$ cat src/include/ucs_params.svh
`ifndef UCS_PARAMS_SVH
`define UCS_PARAMS_SVH

`define UCS_CLK_PERIOD_NS  10

`define UCS_A_KEY          8'h00
`define UCS_A_CTL          8'h04
`define UCS_A_USS          8'h08
`define UCS_A_STS          8'h0C
`define UCS_A_MASK         8'h10
`define UCS_A_STAT         8'h14

`define UCS_KEY            8'hA5
`define UCS_KEY_LSB        8

`define UCS_CTL_RANGE_LSB  0
`define UCS_CTL_BYPASS     2
`define UCS_CTL_HFEN       3
`define UCS_CTL_SMSRC      4
`define UCS_CTL_DIV_LSB    8

`define UCS_USS_RESTYPE    0
`define UCS_USS_EN         1
`define UCS_USS_PWR        2

`define UCS_ST_STARTED     0
`define UCS_ST_READY       1
`define UCS_ST_LOCK        2
`define UCS_ST_FALLBACK    3
`define UCS_ST_UNLOCKED    4

`define UCS_S_HF           0
`define UCS_S_LF           1
`define UCS_S_GLOBAL       2
`define UCS_S_STARTED      3
`define UCS_S_READY        4
`define UCS_S_LOCK         5
`define UCS_S_W            6

`define UCS_START_XTAL     13'd4096
`define UCS_START_CERAMIC  13'd512

`define UCS_RANGE1_MHZ     4
`define UCS_RANGE2_MHZ     8
`define UCS_RANGE3_MHZ     16
`define UCS_RANGE4_MHZ     24
`define UCS_HF_MISS_NS     1000
`define UCS_MOD_MHZ        5
`define UCS_DIV_MAX        3'd5

`define UCS_SYNC_W         6

`endif

$ cat src/include/ucs_pkg.sv
`include "ucs_params.svh"

package ucs_pkg;

  typedef enum logic [1:0] {
    UCS_OSC_OFF,
    UCS_OSC_WAIT,
    UCS_OSC_RUN
  } ucs_osc_t;

  typedef struct packed {
    logic uss;
    logic hf_in;
    logic hf_xtal;
    logic lf_fault;
    logic ready;
    logic lock;
  } ucs_pins_t;

  typedef struct packed {
    ucs_pins_t s1;
    ucs_pins_t s2;
  } ucs_sync_t;

  typedef struct packed {
    logic                  unlocked;
    logic [1:0]            range;
    logic                  bypass;
    logic                  hf_en;
    logic                  sm_src;
    logic [2:0]            div;
    logic                  res_type;
    logic                  uss_en;
    logic                  pwr_en;
    ucs_osc_t              osc;
    logic [12:0]           start_cnt;
    logic [`UCS_S_W-1:0]   sts;
    logic [`UCS_S_W-1:0]   mask;
    logic [7:0]            per_cnt;
    logic [3:0]            mod_cnt;
    logic                  mod_clk;
    logic [4:0]            sm_cnt;
    logic                  uss_prev;
    logic                  hf_prev;
    logic                  sel_prev;
    logic                  ready_prev;
    logic                  lock_prev;
    logic                  pend_wr;
    logic                  pend_rd;
    logic [7:0]            pend_addr;
    logic                  hreadyout;
    logic [31:0]           hrdata;
    logic                  hresp;
    logic                  buf_out;
    logic                  xtal_en;
    logic                  hf_clk;
    logic                  sm_clk;
    logic                  pwr_out;
    logic                  irq;
  } ucs_state_t;

endpackage : ucs_pkg

$ cat src/hdl/ucs_sync.sv
`timescale 1ns/1ps
`default_nettype none

module ucs_sync (
  input  wire logic               hclk,
  input  wire logic               hresetn,
  input  wire ucs_pkg::ucs_pins_t din,
  output ucs_pkg::ucs_pins_t      dout
);

  ucs_pkg::ucs_sync_t q;
  ucs_pkg::ucs_sync_t d;

  // First stage feeds only the second stage
  always_comb begin
    d    = q;
    d.s1 = din;
    d.s2 = q.s1;
  end

  always_ff @(posedge hclk or negedge hresetn) begin
    if (!hresetn) begin
      q <= '0;
    end else begin
      q <= d;
    end
  end

  assign dout = q.s2;

endmodule : ucs_sync

`default_nettype wire

$ cat src/hdl/ucs_clock_ctl.sv
// Functional notes
// - The two-bit range field picks up to 4, 4-8, 8-16 or 16-24 MHz and must match the applied clock.
// - In bypass mode the hf oscillator takes the external clock on its input pin instead of a crystal.
// - The subsystem clock comes from the hf oscillator clock, or the internal oscillator when sm_src is set, through a divider; divide-by-one passes it.
// - Writing 1 to the ultrasonic oscillator enable starts the ultrasonic oscillator.
// - A status bit shows that the ultrasonic oscillator has started.
// - Once started, the buffered ultrasonic clock output is driven.
// - After oscillator start software may power the supply and wait for ready and pll lock.
// - While the hf fault flag is set, hf-sourced clocks come from the internal 5 MHz oscillator.
// - The global fault flag is set whenever the hf or lf fault flag is set.
`timescale 1ns/1ps
`default_nettype none

module ucs_clock_ctl (
  input  wire logic        hclk,
  input  wire logic        hresetn,
  input  wire logic        hsel,
  input  wire logic [31:0] haddr,
  input  wire logic [1:0]  htrans,
  input  wire logic        hwrite,
  input  wire logic [2:0]  hsize,
  input  wire logic [31:0] hwdata,
  input  wire logic        hready,
  output logic             hreadyout,
  output logic [31:0]      hrdata,
  output logic             hresp,
  input  wire logic        uss_osc_pin,
  input  wire logic        hf_clock_input_pin,
  input  wire logic        hf_xtal_pin,
  input  wire logic        lf_fault_pin,
  input  wire logic        supply_ready_pin,
  input  wire logic        pll_lock_pin,
  output logic             ultrasonic_osc_enable,
  output logic             ultrasonic_clock_buffered_out,
  output logic             hf_xtal_drive_en,
  output logic             hf_oscillator_clock,
  output logic             subsystem_clock,
  output logic             ultrasonic_power_supply_en,
  output logic             irq
);

  localparam int unsigned MOD_HALF = 1000 / (`UCS_MOD_MHZ * `UCS_CLK_PERIOD_NS) / 2;
  localparam int unsigned MISS_CYC = `UCS_HF_MISS_NS / `UCS_CLK_PERIOD_NS;

  // Shortest legal edge spacing, one cycle of slack for sampling jitter
  function automatic logic [7:0] per_lo(input int unsigned mhz);
    int unsigned c;
    c = 1000 / (mhz * `UCS_CLK_PERIOD_NS);
    per_lo = (c > 1) ? 8'(c - 1) : 8'd1;
  endfunction : per_lo

  // Longest legal edge spacing, rounded up plus one cycle of slack
  function automatic logic [7:0] per_hi(input int unsigned mhz);
    int unsigned c;
    c = (1000 + mhz * `UCS_CLK_PERIOD_NS - 1) / (mhz * `UCS_CLK_PERIOD_NS);
    per_hi = 8'(c + 1);
  endfunction : per_hi

  ucs_pkg::ucs_pins_t  pins_raw;
  ucs_pkg::ucs_pins_t  pins;
  ucs_pkg::ucs_state_t q;
  ucs_pkg::ucs_state_t d;

  logic                accept;
  logic                hf_src;
  logic                hf_rise;
  logic                hf_bad;
  logic [7:0]          per_min;
  logic [7:0]          per_max;
  logic                sel_src;
  logic                sel_rise;
  logic                uss_rise;
  logic [2:0]          dv;
  logic [12:0]         start_target;
  logic [`UCS_S_W-1:0] set_v;
  logic [`UCS_S_W-1:0] clr_v;
  logic [31:0]         rdata;

  assign pins_raw.uss      = uss_osc_pin;
  assign pins_raw.hf_in    = hf_clock_input_pin;
  assign pins_raw.hf_xtal  = hf_xtal_pin;
  assign pins_raw.lf_fault = lf_fault_pin;
  assign pins_raw.ready    = supply_ready_pin;
  assign pins_raw.lock     = pll_lock_pin;

  ucs_sync u_sync (
    .hclk    (hclk),
    .hresetn (hresetn),
    .din     (pins_raw),
    .dout    (pins)
  );

  always_comb begin
    d     = q;
    set_v = '0;
    clr_v = '0;
    rdata = '0;

    // Hf oscillator source
    hf_src  = q.bypass ? pins.hf_in : pins.hf_xtal;
    hf_rise = hf_src & ~q.hf_prev;
    d.hf_prev = hf_src;
    d.xtal_en = q.hf_en & ~q.bypass;

    // Edge spacing window per range
    case (q.range)
      2'b00: begin
        per_min = per_lo(`UCS_RANGE1_MHZ);
        per_max = 8'(MISS_CYC);
      end
      2'b01: begin
        per_min = per_lo(`UCS_RANGE2_MHZ);
        per_max = per_hi(`UCS_RANGE1_MHZ);
      end
      2'b10: begin
        per_min = per_lo(`UCS_RANGE3_MHZ);
        per_max = per_hi(`UCS_RANGE2_MHZ);
      end
      default: begin
        per_min = per_lo(`UCS_RANGE4_MHZ);
        per_max = per_hi(`UCS_RANGE3_MHZ);
      end
    endcase

    if (!q.hf_en || hf_rise) begin
      d.per_cnt = '0;
    end else if (q.per_cnt != 8'hFF) begin
      d.per_cnt = q.per_cnt + 8'h01;
    end

    // Level condition, so a clear while the clock is still bad is re-set
    hf_bad = q.hf_en & ((hf_rise & ((9'(q.per_cnt) + 9'h001) < 9'(per_min)))
                        | (q.per_cnt > per_max));

    // Internal module oscillator from the bus clock
    if (q.mod_cnt == 4'(MOD_HALF - 1)) begin
      d.mod_cnt = '0;
      d.mod_clk = ~q.mod_clk;
    end else begin
      d.mod_cnt = q.mod_cnt + 4'h1;
    end

    // Fallback while the hf fault flag stands
    d.hf_clk = q.sts[`UCS_S_HF] ? q.mod_clk : hf_src;
    sel_src  = (q.sts[`UCS_S_HF] | q.sm_src) ? q.mod_clk : hf_src;

    // Subsystem clock divider; ratio 2^div, capped
    sel_rise   = sel_src & ~q.sel_prev;
    d.sel_prev = sel_src;
    dv         = (q.div > `UCS_DIV_MAX) ? `UCS_DIV_MAX : q.div;
    if (sel_rise) begin
      d.sm_cnt = q.sm_cnt + 5'h01;
    end
    if (dv == 3'd0) begin
      d.sm_clk = sel_src;
    end else begin
      d.sm_clk = q.sm_cnt[dv - 3'd1];
    end

    // Ultrasonic oscillator start-up
    uss_rise     = pins.uss & ~q.uss_prev;
    d.uss_prev   = pins.uss;
    start_target = q.res_type ? `UCS_START_CERAMIC : `UCS_START_XTAL;
    case (q.osc)
      ucs_pkg::UCS_OSC_OFF: begin
        d.start_cnt = '0;
        if (q.uss_en) begin
          d.osc = ucs_pkg::UCS_OSC_WAIT;
        end
      end
      ucs_pkg::UCS_OSC_WAIT: begin
        if (!q.uss_en) begin
          d.osc = ucs_pkg::UCS_OSC_OFF;
        end else if (uss_rise) begin
          if (q.start_cnt + 13'd1 == start_target) begin
            d.osc = ucs_pkg::UCS_OSC_RUN;
            set_v[`UCS_S_STARTED] = 1'b1;
          end else begin
            d.start_cnt = q.start_cnt + 13'd1;
          end
        end
      end
      ucs_pkg::UCS_OSC_RUN: begin
        if (!q.uss_en) begin
          d.osc = ucs_pkg::UCS_OSC_OFF;
        end
      end
      default: begin
        d.osc = ucs_pkg::UCS_OSC_OFF;
      end
    endcase

    // Buffer only a started oscillator; unsuited as processor clock
    d.buf_out = (q.osc == ucs_pkg::UCS_OSC_RUN) & pins.uss;

    // Supply only powers once the oscillator runs
    d.pwr_out    = q.pwr_en & (q.osc == ucs_pkg::UCS_OSC_RUN);
    d.ready_prev = pins.ready;
    d.lock_prev  = pins.lock;
    set_v[`UCS_S_READY] = pins.ready & ~q.ready_prev;
    set_v[`UCS_S_LOCK]  = pins.lock & ~q.lock_prev;

    // Fault flags
    set_v[`UCS_S_HF]     = hf_bad;
    set_v[`UCS_S_LF]     = pins.lf_fault;
    set_v[`UCS_S_GLOBAL] = q.sts[`UCS_S_HF] | q.sts[`UCS_S_LF] | hf_bad | pins.lf_fault;

    // Bus address phase
    accept      = hsel & htrans[1] & hready;
    d.pend_wr   = accept & hwrite;
    d.pend_rd   = accept & ~hwrite;
    d.hresp     = 1'b0;
    if (accept) begin
      d.pend_addr = {haddr[7:2], 2'b00};
      d.hreadyout = hwrite;
    end

    // Write data phase
    if (q.pend_wr) begin
      case (q.pend_addr)
        `UCS_A_KEY: begin
          d.unlocked = (hwdata[`UCS_KEY_LSB +: 8] == `UCS_KEY);
        end
        `UCS_A_CTL: begin
          if (q.unlocked) begin
            d.range  = hwdata[`UCS_CTL_RANGE_LSB +: 2];
            d.bypass = hwdata[`UCS_CTL_BYPASS];
            d.hf_en  = hwdata[`UCS_CTL_HFEN];
            d.sm_src = hwdata[`UCS_CTL_SMSRC];
            d.div    = hwdata[`UCS_CTL_DIV_LSB +: 3];
          end
        end
        `UCS_A_USS: begin
          // Type is frozen while enabled so a running count cannot change target
          if (!q.uss_en) begin
            d.res_type = hwdata[`UCS_USS_RESTYPE];
          end
          d.uss_en = hwdata[`UCS_USS_EN];
          d.pwr_en = hwdata[`UCS_USS_PWR];
        end
        `UCS_A_STS: begin
          clr_v = hwdata[`UCS_S_W-1:0];
          if (!q.unlocked) begin
            clr_v[`UCS_S_HF] = 1'b0;
            clr_v[`UCS_S_LF] = 1'b0;
          end
        end
        `UCS_A_MASK: begin
          d.mask = hwdata[`UCS_S_W-1:0];
        end
        default: begin
          d.mask = q.mask;
        end
      endcase
    end

    // Set wins over a clear in the same cycle
    d.sts = (q.sts & ~clr_v) | set_v;
    d.irq = |(d.sts & d.mask);

    // Read data phase, one wait state
    case (q.pend_addr)
      `UCS_A_KEY: begin
        rdata[0] = q.unlocked;
      end
      `UCS_A_CTL: begin
        rdata[`UCS_CTL_RANGE_LSB +: 2] = q.range;
        rdata[`UCS_CTL_BYPASS]         = q.bypass;
        rdata[`UCS_CTL_HFEN]           = q.hf_en;
        rdata[`UCS_CTL_SMSRC]          = q.sm_src;
        rdata[`UCS_CTL_DIV_LSB +: 3]   = q.div;
      end
      `UCS_A_USS: begin
        rdata[`UCS_USS_RESTYPE] = q.res_type;
        rdata[`UCS_USS_EN]      = q.uss_en;
        rdata[`UCS_USS_PWR]     = q.pwr_en;
      end
      `UCS_A_STS: begin
        rdata[`UCS_S_W-1:0] = q.sts;
      end
      `UCS_A_MASK: begin
        rdata[`UCS_S_W-1:0] = q.mask;
      end
      `UCS_A_STAT: begin
        rdata[`UCS_ST_STARTED]  = (q.osc == ucs_pkg::UCS_OSC_RUN);
        rdata[`UCS_ST_READY]    = q.ready_prev;
        rdata[`UCS_ST_LOCK]     = q.lock_prev;
        rdata[`UCS_ST_FALLBACK] = q.sts[`UCS_S_HF];
        rdata[`UCS_ST_UNLOCKED] = q.unlocked;
      end
      default: begin
        rdata = '0;
      end
    endcase
    if (q.pend_rd) begin
      d.hrdata    = rdata;
      d.hreadyout = 1'b1;
    end
  end

  always_ff @(posedge hclk or negedge hresetn) begin
    if (!hresetn) begin
      q           <= '0;
      q.hreadyout <= 1'b1;
    end else begin
      q <= d;
    end
  end

  assign hreadyout                     = q.hreadyout;
  assign hrdata                        = q.hrdata;
  assign hresp                         = q.hresp;
  assign ultrasonic_osc_enable         = q.uss_en;
  assign ultrasonic_clock_buffered_out = q.buf_out;
  assign hf_xtal_drive_en              = q.xtal_en;
  assign hf_oscillator_clock           = q.hf_clk;
  assign subsystem_clock               = q.sm_clk;
  assign ultrasonic_power_supply_en    = q.pwr_out;
  assign irq                           = q.irq;

endmodule : ucs_clock_ctl

`default_nettype wire

$ cat config.mk
export PLATFORM = sky130hd
export DESIGN_NAME = ucs_clock_ctl
export DESIGN_NICKNAME = d
export VERILOG_FILES = /design/src/include/ucs_pkg.sv /design/src/hdl/ucs_sync.sv /design/src/hdl/ucs_clock_ctl.sv
export VERILOG_INCLUDE_DIRS = /design/src /design/src/include
export SDC_FILE = /design/constraint.sdc
export NUM_CORES = 1
export LEC_CHECK = 0
export ABC_AREA = 1
export ABC_CLOCK_PERIOD_IN_PS = 2000
export BUFFER_PORTS_ARGS = -buffer_cell sky130_fd_sc_hd__buf_2
export CORE_MARGIN = 2
export CORE_UTILIZATION = 49
export CTS_BUF_LIST = sky130_fd_sc_hd__clkbuf_8 sky130_fd_sc_hd__clkbuf_16
export DETAILED_ROUTE_END_ITERATION = 7
export MAX_ROUTING_LAYER = met4
export PLACE_DENSITY = 0.77
export SYNTH_ARGS = -nofsm -noshare
export SYNTH_HDL_FRONTEND = slang
export SYNTH_SLANG_ARGS = --single-unit
$ cat constraint.sdc
create_clock -name hclk -period 2 [get_ports hclk]
set_input_delay 0.3 -clock hclk [delete_from_list [all_inputs] [get_ports hclk]]
set_output_delay 0.3 -clock hclk [all_outputs]
set_load 0.01 [all_outputs]
Word level (Yosys, flattened, before mapping)
Index checks and enable logic that the tools add are counted.

storage, ports and cells
  register bits after elaboration = 98
  output and inout port bits = 41

operators by class
  $add $sub $neg = 6
  $lt $le $gt $ge = 4
  equal/unequal tests = 20
  muxes and demuxes = 38
  bitwise operators = 32
  reduce and logical (&&, ||, !) cells = 16

operators with widths
  cell                   number
  $mux 13                3
  $mux 33                1
  $pmux 13 s2            1
  $mux 6                 4
  $pmux 7 s3             1
  $mux 8                 2
  $mux 15                1
  $pmux 5 s3             1
  $and 1x1->1            14
  $add 13x1->13 const B  1
  $eq 13x13->1           1
  $and 6x6->6            2
  $eq 6x2->1 const B     2
  $eq 6x3->1 const B     2
  $mux 1                 10
  $mux 2                 5
  $ne 2x2->1 const B     5
  $pmux 2 s5             1
  $add 8x1->9 const B    1
  $lt 9x8->1             1
  $not 1->1              9
  $add 8x1->8 const B    1
  $eq 8x8->1 const B     1
  $gt 8x8->1             1
  31 further kinds       45

Depth between registers and ports, before layout
  depth after elaboration = 11
  depth in mapped cells = 16

By module
A second synthesis with hierarchy kept.

second synthesis, totals
  cell total of the unflattened synthesis = 610
  area total of the unflattened synthesis = 5071.1 sq um

modules (own cells, without submodules)
  module         instances  cells each  area each (sq um)
  ucs_clock_ctl  1          598         4770.8
  ucs_sync       1          12          300.3

Worst setup path before layout
No wires, ideal clock.

  kind = reg2reg
  start = reg q[65] in the netlist's numbering
  end = reg q (netlist bit irq)
  library setup time = 127 ps
  arrival time = 1843 ps
  required time = 1873 ps
  path slack = 30 ps
  stages on the path, launching flop included = 17
  cell sequence = dfrtp_1 -> ha_1 -> nand2_1 -> nor2_1 -> xor2_1 -> ha_1 -> nand2_1 -> nor2_1 -> nand2_1 -> nand2_1 -> nor2_1 -> nand3_1 -> o21bai_1 -> nand2_1 -> nand2_1 -> a21oi_1 -> nand3_1

RTL lines
  item                line                 RTL
  start: declaration  ucs_clock_ctl.sv:61  ucs_pkg::ucs_state_t q;

==> metrics.cfg <==
[status]
status = complete, but fails checks
violations = negative setup slack

[clock_network]
cts_tree = yes
cts-root-buf = clkbuf_8
cts_sinks = 98
clk_path_buf_depth = 2
clk_latency_ps = 360
clkSlewWorstSetupHoldPaths_ps = 90
h-tree-depth = 3
cts_buffers = 9

[global_routing]
grt_max_degree = 42
grt_pass1_vias = 4046
grt_pass1_wl_um = 18000
grt_overflow_total = 0
grt_usage_pct = 20.6
antenna_found_initial = 0

[pwr]
ir_worst_vdd_mv = 0.534
finalPower_w = 0.00477
pwr_density_cell_nw_per_um2 = 801
leakage_nw = 3.12

[die]
io-pin-count = 121
dieHeight_um = 105
die_width_um = 105
rows = 36
fp.coreArea_um2 = 9860
start_util_pct = 50.7
die_area_um2 = 11000

[drt]
drt-total-wl_um = 10800
first_iter_violations = 239
drc_errors = 0
maxUsedRoutingLayer = met4
wl_per_cell_um = 13.1
dr_wl_met3_um = 520
dr.pass1.iters = 4
vias = 4208
wl_met2_um = 5570
via_per_inst = 5.11
antenna_left = 0
wl_met1_um = 4480

[setup_path]
path_max_fanout = 2
required_ps = 2310
cp.arrival_ps = 2490
crit_type = flop to flop
crit_path_start_kind = flop
endpoint_kind = flop

[timing]
setup_viol = 13
clock_skew_ps = 10.1
finalHoldViolations = 0
tightest_slew_ps = 633
fin_ws_ps = -183
timing.fmax_mhz = 458
drv_slew = 0
fin_crit_sh_pct = 109
rsz0062_at_grt = true
period_minus_slack_ps = 2180
relSlewSlack_pct = 57.7

[logic_synthesis]
yosysUniqueCellTypes = 34
ys_seq_area_share_pct = 49.0
synth_area_um2 = 5000
yosys_warnings = 0
syn_area_per_cell_um2 = 8.28
syn-instance-count = 604
ys_ff_latch = 98

[finish]
area_delta_synth_final_pct = 18.9
layout-drive-gt1-share_pct = 22.4
fillers = 815
nets = 784
n_antenna_cell = 0

[min_path]
hp-class = input port to flop

[placed_design]
dpl_worst_slack_ps = -233
portBuffers = 48
dp_hpwl_um = 7760
place_congestion = 0.918

[job]
maxCapViolations = 0

layout by cell type (no fill, tap or decap), types with 3 or more instances in the layout:
cell | netlist | layout
a21oi_1 | 27 | 25
a221oi_1 | 4 | 4
a22oi_1 | 4 | 4
a31oi_1 | 4 | 4
buf_12 | 0 | 3
buf_2 | 0 | 47
buf_4 | 33 | 33
clkbuf_8 | 0 | 10
conb_1 | 1 | 24
dfrtp_1 | 97 | 96
ha_1 | 17 | 13
inv_1 | 82 | 82
mux2_2 | 4 | 4
nand2_1 | 150 | 135
nand2_2 | 1 | 13
nand2_4 | 0 | 3
nand3_1 | 47 | 39
nand3_2 | 2 | 9
nand4_1 | 6 | 6
nor2_1 | 57 | 50
nor2_2 | 3 | 9
nor2_4 | 1 | 3
nor4_1 | 3 | 3
o211ai_1 | 3 | 3
o21ai_0 | 28 | 27
o21bai_1 | 4 | 4
o31ai_1 | 3 | 3
xor2_1 | 8 | 5
xor2_2 | 0 | 3
kinds of logic (layout without fill, tap and decap cells):
family | Yosys count | count (layout) | share of synthesized area [%]
AO/OA/AOI/OAI | 81 | 81 | 9.45
flip-flops | 98 | 98 | 49.0
adder cells (fa/ha/maj) | 17 | 17 | 4.25
XOR/XNOR | 9 | 9 | 1.58
multiplexers | 4 | 4 | 0.900
AND/OR/NAND/NOR | 274 | 275 | 22.9
buffers and inverters | 120 | 183 | 11.8
other | 1 | 24 | 0.0749
worst max-delay path, cell delays in order, from the launching register on:
cell	delay [ps]
dfrtp_1	420
ha_4	190
nand2_4	70
nor2_4	40
xor2_2	170
ha_1	320
a21oi_2	130
nand3_1	100
nor2_2	140
nand3_2	60
o21bai_1	150
nand2_1	120
nand2_2	100
a21oi_2	60
nand3_2	60
power breakdown:
part / internal (W) / leakage (nW) / switching [W] / total [W]
clock: 0.000593 / 0.105 / 0.000657 / 0.00125
sequential: 0.00214 / 1.16 / 0.000120 / 0.00226
combinational: 0.000511 / 1.86 / 0.000744 / 0.00125
total: 0.00325 / 3.12 / 0.00152 / 0.00477
routing by layer:
metal,GRT usage (%),up-vias
li1,-,2042
met4,7.43,0
met2,34.8,148
met1,24.8,1987
met3,3.43,31
met5,-,-
final timing paths:
path	startpoint	endpoint	slack, ps	cells past startpoint
min in group asynchronous	hresetn	q[46]	460	2
max	q[66]	irq	-180	14
max reg2reg	q[66]	irq	-180	14
min reg2reg	u_sync.d[3]	u_sync.dout[3]	360	0
max in group asynchronous	hresetn	q[87]	850	3
min	supply_ready_pin	u_sync.d[1]	40	1
metrics by stage:
stage	instances	instance area, um2	hold slack (ps)	TNS, ps	utilization (%)
floorplan	627	5090	4.41	0	-
global placement	796	5440	312	-121	55.1
detailed placement	796	5440	322	-514	55.1
CTS	816	5690	26.6	-232	57.7
global route	824	5950	23.9	-3640	60.3
finish	824	5950	37.1	-1510	60.3
cells in the mapped netlist:
cell / count / share of area, %
o211ai_1: 3 / 0.45
dfstp_2: 1 / 0.53
a21oi_1: 27 / 2.7
nand2_2: 1 / 0.13
nor2_4: 1 / 0.23
a21o_2: 1 / 0.18
a21o_1: 2 / 0.30
xor2_1: 8 / 1.4
clkbuf_1: 3 / 0.23
a22oi_1: 4 / 0.60
clkbuf_4: 1 / 0.15
o2bb2ai_1: 1 / 0.18
nor4_1: 3 / 0.38
nand2_1: 150 / 11
o21bai_1: 4 / 0.60
o21ai_0: 28 / 2.8
and2_1: 2 / 0.25
nand3_2: 2 / 0.40
ha_1: 17 / 4.3
nor2_1: 57 / 4.3
nand3_1: 47 / 4.7
buf_4: 33 / 5.0
a31oi_1: 4 / 0.50
inv_1: 82 / 6.2
nor2_2: 3 / 0.38
o31ai_1: 3 / 0.45
mux2_2: 4 / 0.90
xnor2_1: 1 / 0.18
buf_8: 1 / 0.30
a221oi_1: 4 / 0.70
dfrtp_1: 97 / 49
conb_1: 1 / 0.075
nand4_1: 6 / 0.75
nor3_1: 2 / 0.20
state kept, by name (all words and copies together), names as in the netlist:
| register | flops |
|---|---|
| q | 69 |
| subsystem_clock | 1 |
| ultrasonic_clock_buffered_out | 1 |
| ultrasonic_osc_enable | 1 |
| u_sync.dout | 6 |
| irq | 1 |
| u_sync.d | 6 |
| hrdata | 9 |
| hreadyout | 1 |
| hf_xtal_drive_en | 1 |
| hf_oscillator_clock | 1 |
| ultrasonic_power_supply_en | 1 |
cell type report:
| type | count | area [um2] | share of cell area [%] |
|---|---|---|---|
| clock buffer | 10 | 138 | 2.31 |
| clock inverter | 5 | 47.5 | 0.799 |
| inverter | 82 | 312 | 5.24 |
| sequential | 98 | 2450 | 41.3 |
| tap | 133 | 166 | 2.80 |
| timing repair buffer | 86 | 589 | 9.90 |
| multi-input combinational | 410 | 2240 | 37.7 |
timing repair:
action	CTS	global route
hold buffers	1	0
gates resized for setup	8	45
cloned	1	1
pin swaps	10	29
hold endpoints to repair	38	0
buffers inserted	3	7
setup endpoints to repair	16	18
(Power assumes the default switching activity.)
